## config.mk

```make
export PLATFORM = sky130hd
export DESIGN_NAME = bbt_engine
export DESIGN_NICKNAME = d
export VERILOG_FILES = /design/src/logic/bbt_pkg.sv /design/src/logic/bbt_engine.sv
export SDC_FILE = /design/constraint.sdc
export NUM_CORES = 2
export LEC_CHECK = 0
export BUFFER_PORTS_ARGS = -buffer_cell sky130_fd_sc_hd__buf_2
export CAP_MARGIN = 20
export CELL_PAD_IN_SITES_DETAIL_PLACEMENT = 0
export CELL_PAD_IN_SITES_GLOBAL_PLACEMENT = 1
export CORE_ASPECT_RATIO = 1.5
export CORE_MARGIN = 2
export CORE_UTILIZATION = 40
export DETAILED_ROUTE_END_ITERATION = 8
export GPL_ROUTABILITY_DRIVEN = 0
export PLACE_DENSITY = 0.74
export SLEW_MARGIN = 20
export SYNTH_ARGS = -nofsm -noshare
export SYNTH_HDL_FRONTEND = slang
export SYNTH_SLANG_ARGS = --single-unit
export TNS_END_PERCENT = 1
```

## constraint.sdc

```tcl
create_clock -name clock -period 18.31 [get_ports clock]
set_input_delay 1.831 -clock clock [delete_from_list [all_inputs] [get_ports clock]]
set_output_delay 1.831 -clock clock [all_outputs]
set_load 0.02 [all_outputs]
```

## src/logic/bbt_pkg.sv

```systemverilog
// constants for the bit-boundary block transfer engine
package bbt_pkg;
   // register byte offsets on the command port
   localparam logic [7:0] BBT_OFS_TABLE_PTR = 8'h00;
   localparam logic [7:0] BBT_OFS_PROGRESS  = 8'h04;
   localparam logic [7:0] BBT_OFS_COMMAND   = 8'h08;
   localparam logic [7:0] BBT_OFS_STATUS    = 8'h0c;
   // command and status bit positions
   localparam int BBT_CMD_START   = 0;
   localparam int BBT_STAT_BUSY   = 0;
   localparam int BBT_STAT_DONE   = 1;
   localparam int BBT_STAT_TRAP   = 2;
   localparam int BBT_STAT_INTR   = 3;
   // reset values
   localparam logic [15:0] BBT_PTR_RESET  = 16'h0000;
   localparam logic [15:0] BBT_PROG_RESET = 16'h0000;
   // parameter table layout (word indices)
   localparam int BBT_TBL_WORDS   = 16;
   localparam int BBT_W_CONTROL   = 0;
   localparam int BBT_W_DBASE     = 2;
   localparam int BBT_W_DPITCH    = 3;
   localparam int BBT_W_DLX       = 4;
   localparam int BBT_W_DTY       = 5;
   localparam int BBT_W_DW        = 6;
   localparam int BBT_W_DH        = 7;
   localparam int BBT_W_SBASE     = 8;
   localparam int BBT_W_SPITCH    = 9;
   localparam int BBT_W_SLX       = 10;
   localparam int BBT_W_STY       = 11;
   localparam int BBT_W_PATTERN   = 12;
   // control word fields, counted from the lsb (msb-first bits 10..15)
   localparam int BBT_CW_SRC_ALT  = 5;
   localparam int BBT_CW_DST_ALT  = 4;
   localparam int BBT_CW_SRC_HI   = 3;
   localparam int BBT_CW_SRC_LO   = 2;
   localparam int BBT_CW_OP_HI    = 1;
   localparam int BBT_CW_OP_LO    = 0;
   // source operand codes
   localparam logic [1:0] BBT_SRC_BLOCK   = 2'h0;
   localparam logic [1:0] BBT_SRC_INV     = 2'h1;
   localparam logic [1:0] BBT_SRC_AND_PAT = 2'h2;
   localparam logic [1:0] BBT_SRC_PATTERN = 2'h3;
   // result operation codes
   localparam logic [1:0] BBT_OP_REPLACE  = 2'h0;
   localparam logic [1:0] BBT_OP_PAINT    = 2'h1;
   localparam logic [1:0] BBT_OP_INVERT   = 2'h2;
   localparam logic [1:0] BBT_OP_ERASE    = 2'h3;
   typedef enum {S_IDLE, S_FETCH, S_FCAP, S_CHECK, S_LINE, S_WORD,
                 S_SA, S_SB, S_DR, S_DW, S_LEND} bbt_state_e;
endpackage

```

## src/logic/bbt_engine.sv

```systemverilog
// bit-boundary block transfer engine: table fetch, line walk, word combine
// Contract
// - without control store present, trap as unimplemented and touch nothing
// - the table pointer accumulator is never changed by the engine
// - table words are read in order zero through fifteen
// - negative width or height completes with no memory change
// - interrupts taken only at line start; progress kept, pc backed up
// - each rectangle placed by base, pitch, left offset, top; width and height given for the destination only
// - control bits select alternate bank for source and destination
// - operation field picks replace, paint, invert or erase
// - source field picks block, complement, block and pattern, pattern
// - one pattern word per line, cycled in processing order
// - vertical direction from top lines; pattern follows that direction
// - source size is the destination size
// - word order keeps overlapping moves correct; caller shares bitmap
module bbt_engine
   import bbt_pkg::*;
(
   input  wire logic        clock,
   input  wire logic        reset,
   input  wire logic [7:0]  reg_addr,
   input  wire logic [15:0] reg_wdata,
   input  wire logic        reg_wr,
   input  wire logic        reg_rd,
   output logic      [15:0] reg_rdata,
   input  wire logic        ram_present,
   input  wire logic        irq_pending,
   output logic             trap_unimpl,
   output logic             pc_backup,
   output logic             op_done,
   output logic             mem_rd,
   output logic             mem_wr,
   output logic             mem_alt,
   output logic      [15:0] mem_addr,
   output logic      [15:0] mem_wdata,
   input  wire logic [15:0] mem_rdata
);
   bbt_state_e  state_q, state_d;
   logic [15:0] tbl_q [BBT_TBL_WORDS];
   logic [3:0]  idx_q;
   logic [15:0] ptr_q, prog_q, wi_q, sa_q, sb_q, rdata_q;
   logic        done_f_q, trap_f_q, intr_f_q;
   logic        trap_q, backup_q, fin_q;

   // register decode
   wire         wr_ptr   = reg_wr && (reg_addr == BBT_OFS_TABLE_PTR);
   wire         wr_prog  = reg_wr && (reg_addr == BBT_OFS_PROGRESS);
   wire         wr_cmd   = reg_wr && (reg_addr == BBT_OFS_COMMAND);
   wire         busy     = (state_q != S_IDLE);
   wire         start    = wr_cmd && reg_wdata[BBT_CMD_START] && !busy;
   wire [15:0]  status_w = {12'h000, intr_f_q, trap_f_q, done_f_q, busy};
   wire [15:0]  rd_mux   = (reg_addr == BBT_OFS_TABLE_PTR) ? ptr_q :
                           (reg_addr == BBT_OFS_PROGRESS)  ? prog_q :
                           (reg_addr == BBT_OFS_STATUS)    ? status_w : 16'h0000;

   // table fields
   wire [15:0]  cw     = tbl_q[BBT_W_CONTROL];
   wire [15:0]  dbase  = tbl_q[BBT_W_DBASE];
   wire [15:0]  dpitch = tbl_q[BBT_W_DPITCH];
   wire [15:0]  dlx    = tbl_q[BBT_W_DLX];
   wire [15:0]  dest_top_line    = tbl_q[BBT_W_DTY];
   wire [15:0]  dw     = tbl_q[BBT_W_DW];
   wire [15:0]  dh     = tbl_q[BBT_W_DH];
   wire [15:0]  sbase  = tbl_q[BBT_W_SBASE];
   wire [15:0]  spitch = tbl_q[BBT_W_SPITCH];
   wire [15:0]  slx    = tbl_q[BBT_W_SLX];
   wire [15:0]  src_top_line    = tbl_q[BBT_W_STY];
   wire [1:0]   op     = cw[BBT_CW_OP_HI:BBT_CW_OP_LO];
   wire [1:0]   srcsel = cw[BBT_CW_SRC_HI:BBT_CW_SRC_LO];

   // walk direction and empty-rectangle test
   wire         top_down = $signed(dest_top_line) <= $signed(src_top_line);
   wire         rtl      = $signed(dlx) > $signed(slx);
   wire         empty    = ($signed(dw) <= 0) || ($signed(dh) <= 0);
   wire         last_ln  = (prog_q >= dh);

   // line addresses from base, pitch and top offset
   wire [15:0]  line_y  = top_down ? prog_q : (dh - 16'h0001 - prog_q);
   wire [15:0]  d_row   = dest_top_line + line_y;
   wire [15:0]  s_row   = src_top_line + line_y;
   wire [31:0]  d_prod  = {16'h0000, d_row} * {16'h0000, dpitch};
   wire [31:0]  s_prod  = {16'h0000, s_row} * {16'h0000, spitch};
   wire [15:0]  d_line  = dbase + d_prod[15:0];
   wire [15:0]  s_line  = sbase + s_prod[15:0];

   // word span of the destination line and the source bit alignment
   wire [15:0]  rbit    = dlx + dw - 16'h0001;
   wire [15:0]  first_w = {4'h0, dlx[15:4]};
   wire [15:0]  last_w  = {4'h0, rbit[15:4]};
   wire [15:0]  start_w = rtl ? last_w : first_w;
   wire [15:0]  end_w   = rtl ? first_w : last_w;
   wire [15:0]  sbit    = {wi_q[11:0], 4'h0} - dlx + slx;
   wire [15:0]  sw      = {{4{sbit[15]}}, sbit[15:4]};
   wire [15:0]  s_addr  = s_line + sw;
   wire [15:0]  d_addr  = d_line + wi_q;
   wire [31:0]  pair    = {sa_q, sb_q} << sbit[3:0];

   // edge masks, msb is the leftmost bit
   wire [15:0]  mask_l  = (wi_q == first_w) ? (16'hffff >> dlx[3:0]) : 16'hffff;
   wire [15:0]  mask_r  = (wi_q == last_w) ? ~(16'h7fff >> rbit[3:0]) : 16'hffff;
   wire [15:0]  mask    = mask_l & mask_r;

   // pattern word chosen by lines processed so far
   wire [15:0]  pat_w   = tbl_q[BBT_W_PATTERN + {30'h0, prog_q[1:0]}];
   wire [15:0]  raw     = pair[31:16];
   wire [15:0]  src_v   = (srcsel == BBT_SRC_BLOCK)   ? raw :
                          (srcsel == BBT_SRC_INV)     ? ~raw :
                          (srcsel == BBT_SRC_AND_PAT) ? (raw & pat_w) : pat_w;
   wire [15:0]  dst_v   = mem_rdata;
   wire [15:0]  res_v   = (op == BBT_OP_REPLACE) ? src_v :
                          (op == BBT_OP_PAINT)   ? (src_v | dst_v) :
                          (op == BBT_OP_INVERT)  ? (src_v ^ dst_v) : (~src_v & dst_v);

   // memory request drive; read data come back one cycle after the request,
   // so every read state is followed by a state that consumes what it asked for
   assign mem_rd    = (state_q == S_FETCH) || (state_q == S_SA) ||
                      (state_q == S_SB) || (state_q == S_DR);
   assign mem_wr    = (state_q == S_DW);
   assign mem_alt   = ((state_q == S_SA) || (state_q == S_SB)) ? cw[BBT_CW_SRC_ALT] :
                      ((state_q == S_DR) || (state_q == S_DW)) ? cw[BBT_CW_DST_ALT] :
                      1'b0;
   assign mem_addr  = (state_q == S_FETCH) ? (ptr_q + {12'h000, idx_q}) :
                      (state_q == S_SA)    ? s_addr :
                      (state_q == S_SB)    ? (s_addr + 16'h0001) : d_addr;
   assign mem_wdata = (res_v & mask) | (dst_v & ~mask);
   assign reg_rdata   = rdata_q;
   assign trap_unimpl = trap_q;
   assign pc_backup   = backup_q;
   assign op_done     = fin_q;

   // next state
   always_comb begin
      state_d = state_q;
      case (state_q)
         S_IDLE:  if (start && ram_present) state_d = S_FETCH;
         S_FETCH: state_d = S_FCAP;
         S_FCAP:  state_d = (idx_q == 4'hf) ? S_CHECK : S_FETCH;
         S_CHECK: state_d = (empty || last_ln) ? S_IDLE : S_LINE;
         S_LINE:  state_d = irq_pending ? S_IDLE : S_WORD;
         S_WORD:  state_d = (srcsel == BBT_SRC_PATTERN) ? S_DR : S_SA;
         S_SA:    state_d = S_SB;
         S_SB:    state_d = S_DR;
         S_DR:    state_d = S_DW;
         S_DW:    state_d = (wi_q == end_w) ? S_LEND : S_WORD;
         S_LEND:  state_d = S_CHECK;
         default: state_d = S_IDLE;
      endcase
   end

   // state, table capture and word walk
   always_ff @(posedge clock) begin
      if (reset) begin
         state_q <= S_IDLE;
         idx_q   <= 4'h0;
         wi_q    <= 16'h0000;
         sa_q    <= 16'h0000;
         sb_q    <= 16'h0000;
      end else begin
         state_q <= state_d;
         if (start) idx_q <= 4'h0;
         if (state_q == S_FCAP) begin
            tbl_q[idx_q] <= mem_rdata;
            idx_q        <= idx_q + 4'h1;
         end
         if (state_q == S_LINE) wi_q <= start_w;
         if (state_q == S_DW) wi_q <= rtl ? (wi_q - 16'h0001) : (wi_q + 16'h0001);
         if (state_q == S_SB) sa_q <= mem_rdata;
         if (state_q == S_DR) sb_q <= mem_rdata;
      end
   end

   // accumulators: pointer only written by software, progress saved per line
   always_ff @(posedge clock) begin
      if (reset) begin
         ptr_q  <= BBT_PTR_RESET;
         prog_q <= BBT_PROG_RESET;
      end else begin
         if (wr_ptr && !busy) ptr_q <= reg_wdata;
         if (wr_prog && !busy) prog_q <= reg_wdata;
         if (state_q == S_LEND) prog_q <= prog_q + 16'h0001;
         if ((state_q == S_CHECK) && (empty || last_ln)) prog_q <= 16'h0000;
      end
   end

   // status flags, event pulses and read data
   always_ff @(posedge clock) begin
      if (reset) begin
         done_f_q <= 1'b0;
         trap_f_q <= 1'b0;
         intr_f_q <= 1'b0;
         trap_q   <= 1'b0;
         backup_q <= 1'b0;
         fin_q    <= 1'b0;
         rdata_q  <= 16'h0000;
      end else begin
         trap_q   <= start && !ram_present;
         backup_q <= (state_q == S_LINE) && irq_pending;
         fin_q    <= (state_q == S_CHECK) && (empty || last_ln);
         if (start) begin
            done_f_q <= 1'b0;
            trap_f_q <= 1'b0;
            intr_f_q <= 1'b0;
         end
         if (trap_q) trap_f_q <= 1'b1;
         if (backup_q) intr_f_q <= 1'b1;
         if (fin_q) done_f_q <= 1'b1;
         if (reg_rd) rdata_q <= rd_mux;
      end
   end
endmodule

```

==> qor.yml <==
outcome:
  outcome: "complete, no violations"
logic_synthesis:
  avgSynthCellArea_um2: 9.34
  synth_async_sr_flop_share_pct: 0
  synth_area_um2: 32100
  synth.lib_cells_used.distinct: 88
  ys_seq_elements: 339
  dominantRegCellSynth: "sky130_fd_sc_hd__edfxtp_1"
  synth.yosys.warnings: 0
  synth-edff-count: 230
  ys_seq_area_share_pct: 28.3
  synthesis.nets: 4026
  syn_inst: 3436
cells_and_area:
  post_route_cells_drive_above_1_share_pct: 8.22
  final_net_count: 4102
  antenna-diode-count: 0
  area_delta_synth_final_pct: 9.37
  final-instance-count-excl-fill: 4570
critical_path:
  reg2reg_setup_slack_ps: 12060
  critical_path_buf_inv_count: 6
  worstSetupPathType: "register to primary output"
  arrival_ps: 11700
  worst_path_max_delay_cell: "sky130_fd_sc_hd__fa_1"
  max_stage_delay_ps: 530
  cp_top_family: "adder cells"
  cp.required_ps: 16480
  start_kind: "register"
  cp-end-kind: "primary output"
  cpMostUsedCell: "sky130_fd_sc_hd__fa_1"
  crit_path_max_fanout: 27
clocking:
  max_buffers_root_to_sink: 3
  cts_htree_levels: 2
  cts.repair_timing.setup_buffer_count: 0
  insertion_delay_ps: 550
  tritoncts_sink_count: 339
  root_buffer: "sky130_fd_sc_hd__clkbuf_16"
  post_cts_hold_buffer_count: 0
  cts_inserted_buffers: 35
  clkSlewWorstSetupHoldPaths_ps: 70
  post_cts_resize_count: 0
  cts_tree: "built"
floorplan:
  floorplan.die.width_um: 235
  floorplan.die_area_um2: 82500
  ioPinCount: 100
  floorplan.initialDensity_pct: 40.2
  design.core.area_um2: 79800
  core.rowCount: 127
  overall_die_height_um: 351
global_route:
  grt_remaining_overflow: 0
  global_route.usage.total_pct: 24.0
  grt_start_max_net_pins: 56
  grt_pass1_wl_mm: 150
  first_global_vias: 25300
  grt_antenna_before_repair: 2
route:
  route.detailed.vias_per_inst: 5.43
  num_vias: 24800
  drt_first_iter_violations: 1369
  detail_route.wirelength_mm: 98.8
  remaining_drc_errors: 0
  drt-pass1-iter-count: 5
  route.detailed.wl_per_inst_um: 21.6
  final_antenna_net_count: 0
timing:
  time_the_worst_path_needs_with_i_o_delays_and_setup_ps: 13530
  final-hold-violation-count: 0
  report.final.setup_viol: 0
  relSlewSlack_pct: 25.5
  worst_clock_skew_on_the_final_layout_ps: 13.5
  grt_setup_unrepaired: "false"
  slew_viols_final: 0
  post-route-period-util_pct: 73.9
  max_fclk_mhz: 73.9
  worst_margin_slew_ps: 1110
  setup_tns_ps: 0
power:
  pwr_density_cell_nw_per_um2: 50.0
  vdd_ir_drop_max_mv: 0.0798
  total_leakage_power_nw: 15.3
placement:
  number_of_placed_instances_taps_included: 4505
  detailedPlacementHpwl_mm: 76.5
  io_buffer_count: 99
job:
  max_cap_violations: 0
min_path:
  worst_hold_check_path_type: "register to register"
[cell usage in the layout (no fill, tap or decap), types with 109 or more instances in the layout]
cell type | synthesis | routed
sky130_fd_sc_hd__a21oi_1 | 178 | 178
sky130_fd_sc_hd__fa_1 | 234 | 234
sky130_fd_sc_hd__ha_1 | 310 | 310
sky130_fd_sc_hd__dfxtp_1 | 109 | 109
sky130_fd_sc_hd__inv_1 | 556 | 556
sky130_fd_sc_hd__and2_1 | 146 | 146
sky130_fd_sc_hd__o21ai_0 | 129 | 129
sky130_fd_sc_hd__xnor2_1 | 132 | 129
sky130_fd_sc_hd__nor2_1 | 154 | 152
sky130_fd_sc_hd__edfxtp_1 | 230 | 230
sky130_fd_sc_hd__nand2_1 | 365 | 365
[per-stage QoR]
stage,instance area [µm²],hold slack (ps),util [%],setup WS [ps],total power [mW]
after global routing,35100,499,44.0,4200,1.80
after detailed placement,33900,442,42.5,5360,1.01
after floorplan,32100,432,-,6320,0.939
final,35100,453,44.0,4780,1.76
after global placement,33900,439,42.5,5420,1.01
after CTS,35100,452,44.0,4750,1.77
[registers in the layout, summed over array words and instances (netlist names), 4 cells and up]
name and count:
state_q 4, prog_q 16, ptr_q 16, sa_q 16, sb_q 15, tbl_q 230, idx_q 4, reg_rdata 16
wi_q 16
[tightest hold or removal path, stage by stage, from the launching register on]
cell	delay, ps
sky130_fd_sc_hd__dfxtp_1	310
sky130_fd_sc_hd__nand2_1	50
sky130_fd_sc_hd__a21oi_1	50
[path summary, 6_finish.rpt]
check,startpoint,to,cells after the start
worst max-delay path,tbl_q[5][9],mem_addr[15],40
worst min-delay path,sa_q[15],sa_q[15],2
worst max register to register,tbl_q[4][1],wi_q[15],25
worst min register to register,sa_q[15],sa_q[15],2
[cells in the mapped netlist, types with 25 or more instances]
cell                         n  area (µm²)
sky130_fd_sc_hd__inv_1     556        2090
sky130_fd_sc_hd__nand2_1   365        1370
sky130_fd_sc_hd__ha_1      310        3880
sky130_fd_sc_hd__fa_1      234        4680
sky130_fd_sc_hd__edfxtp_1  230        6910
sky130_fd_sc_hd__a21oi_1   178         891
sky130_fd_sc_hd__nor2_1    154         578
sky130_fd_sc_hd__and2_1    146         913
sky130_fd_sc_hd__xnor2_1   132        1160
sky130_fd_sc_hd__o21ai_0   129         646
sky130_fd_sc_hd__dfxtp_1   109        2180
sky130_fd_sc_hd__clkbuf_1   95         357
sky130_fd_sc_hd__mux2i_1    84         841
sky130_fd_sc_hd__nor3_1     74         370
sky130_fd_sc_hd__a21o_1     50         375
sky130_fd_sc_hd__nand3_1    50         250
sky130_fd_sc_hd__xor2_1     43         377
sky130_fd_sc_hd__nand2b_1   32         200
sky130_fd_sc_hd__nor2b_1    30         188
sky130_fd_sc_hd__o211ai_1   25         188
sky130_fd_sc_hd__o21a_1     25         188
[cell type report]
cell class | instances | area (µm²)
clock buffer | 43 | 957
timing repair buffer | 151 | 893
multi-input combinational | 2425 | 20500
sequential | 339 | 9090
inverter | 560 | 2100
tap | 1032 | 1290
clock inverter | 20 | 228
fill | 7889 | 44700
[metal layers]
layer | part of all wire [%] | GRT usage (%)
met1 | 38 | 27.1
met2 | 52 | 45.6
met4 | 5.1 | 11.0
met3 | 4.0 | 2.17
met5 | 0 | 0
[kinds of logic after synthesis]
kind of cell,Yosys count,share of synthesized area (%)
xor+xnor,189,5.74
mux,122,4.59
compound gates,622,12.6
fa+ha+maj,544,26.7
simple gates,948,14.1
buf+inv,672,7.92
flops,339,28.3
[where the power goes]
part	internal, mW	leakage (nW)	switching [mW]
sequential	0.817	2.95	0.000873
clock	0.432	0.581	0.331
combinational	0.0622	11.8	0.113
Note: power is estimated with default switching activity, not from simulation.
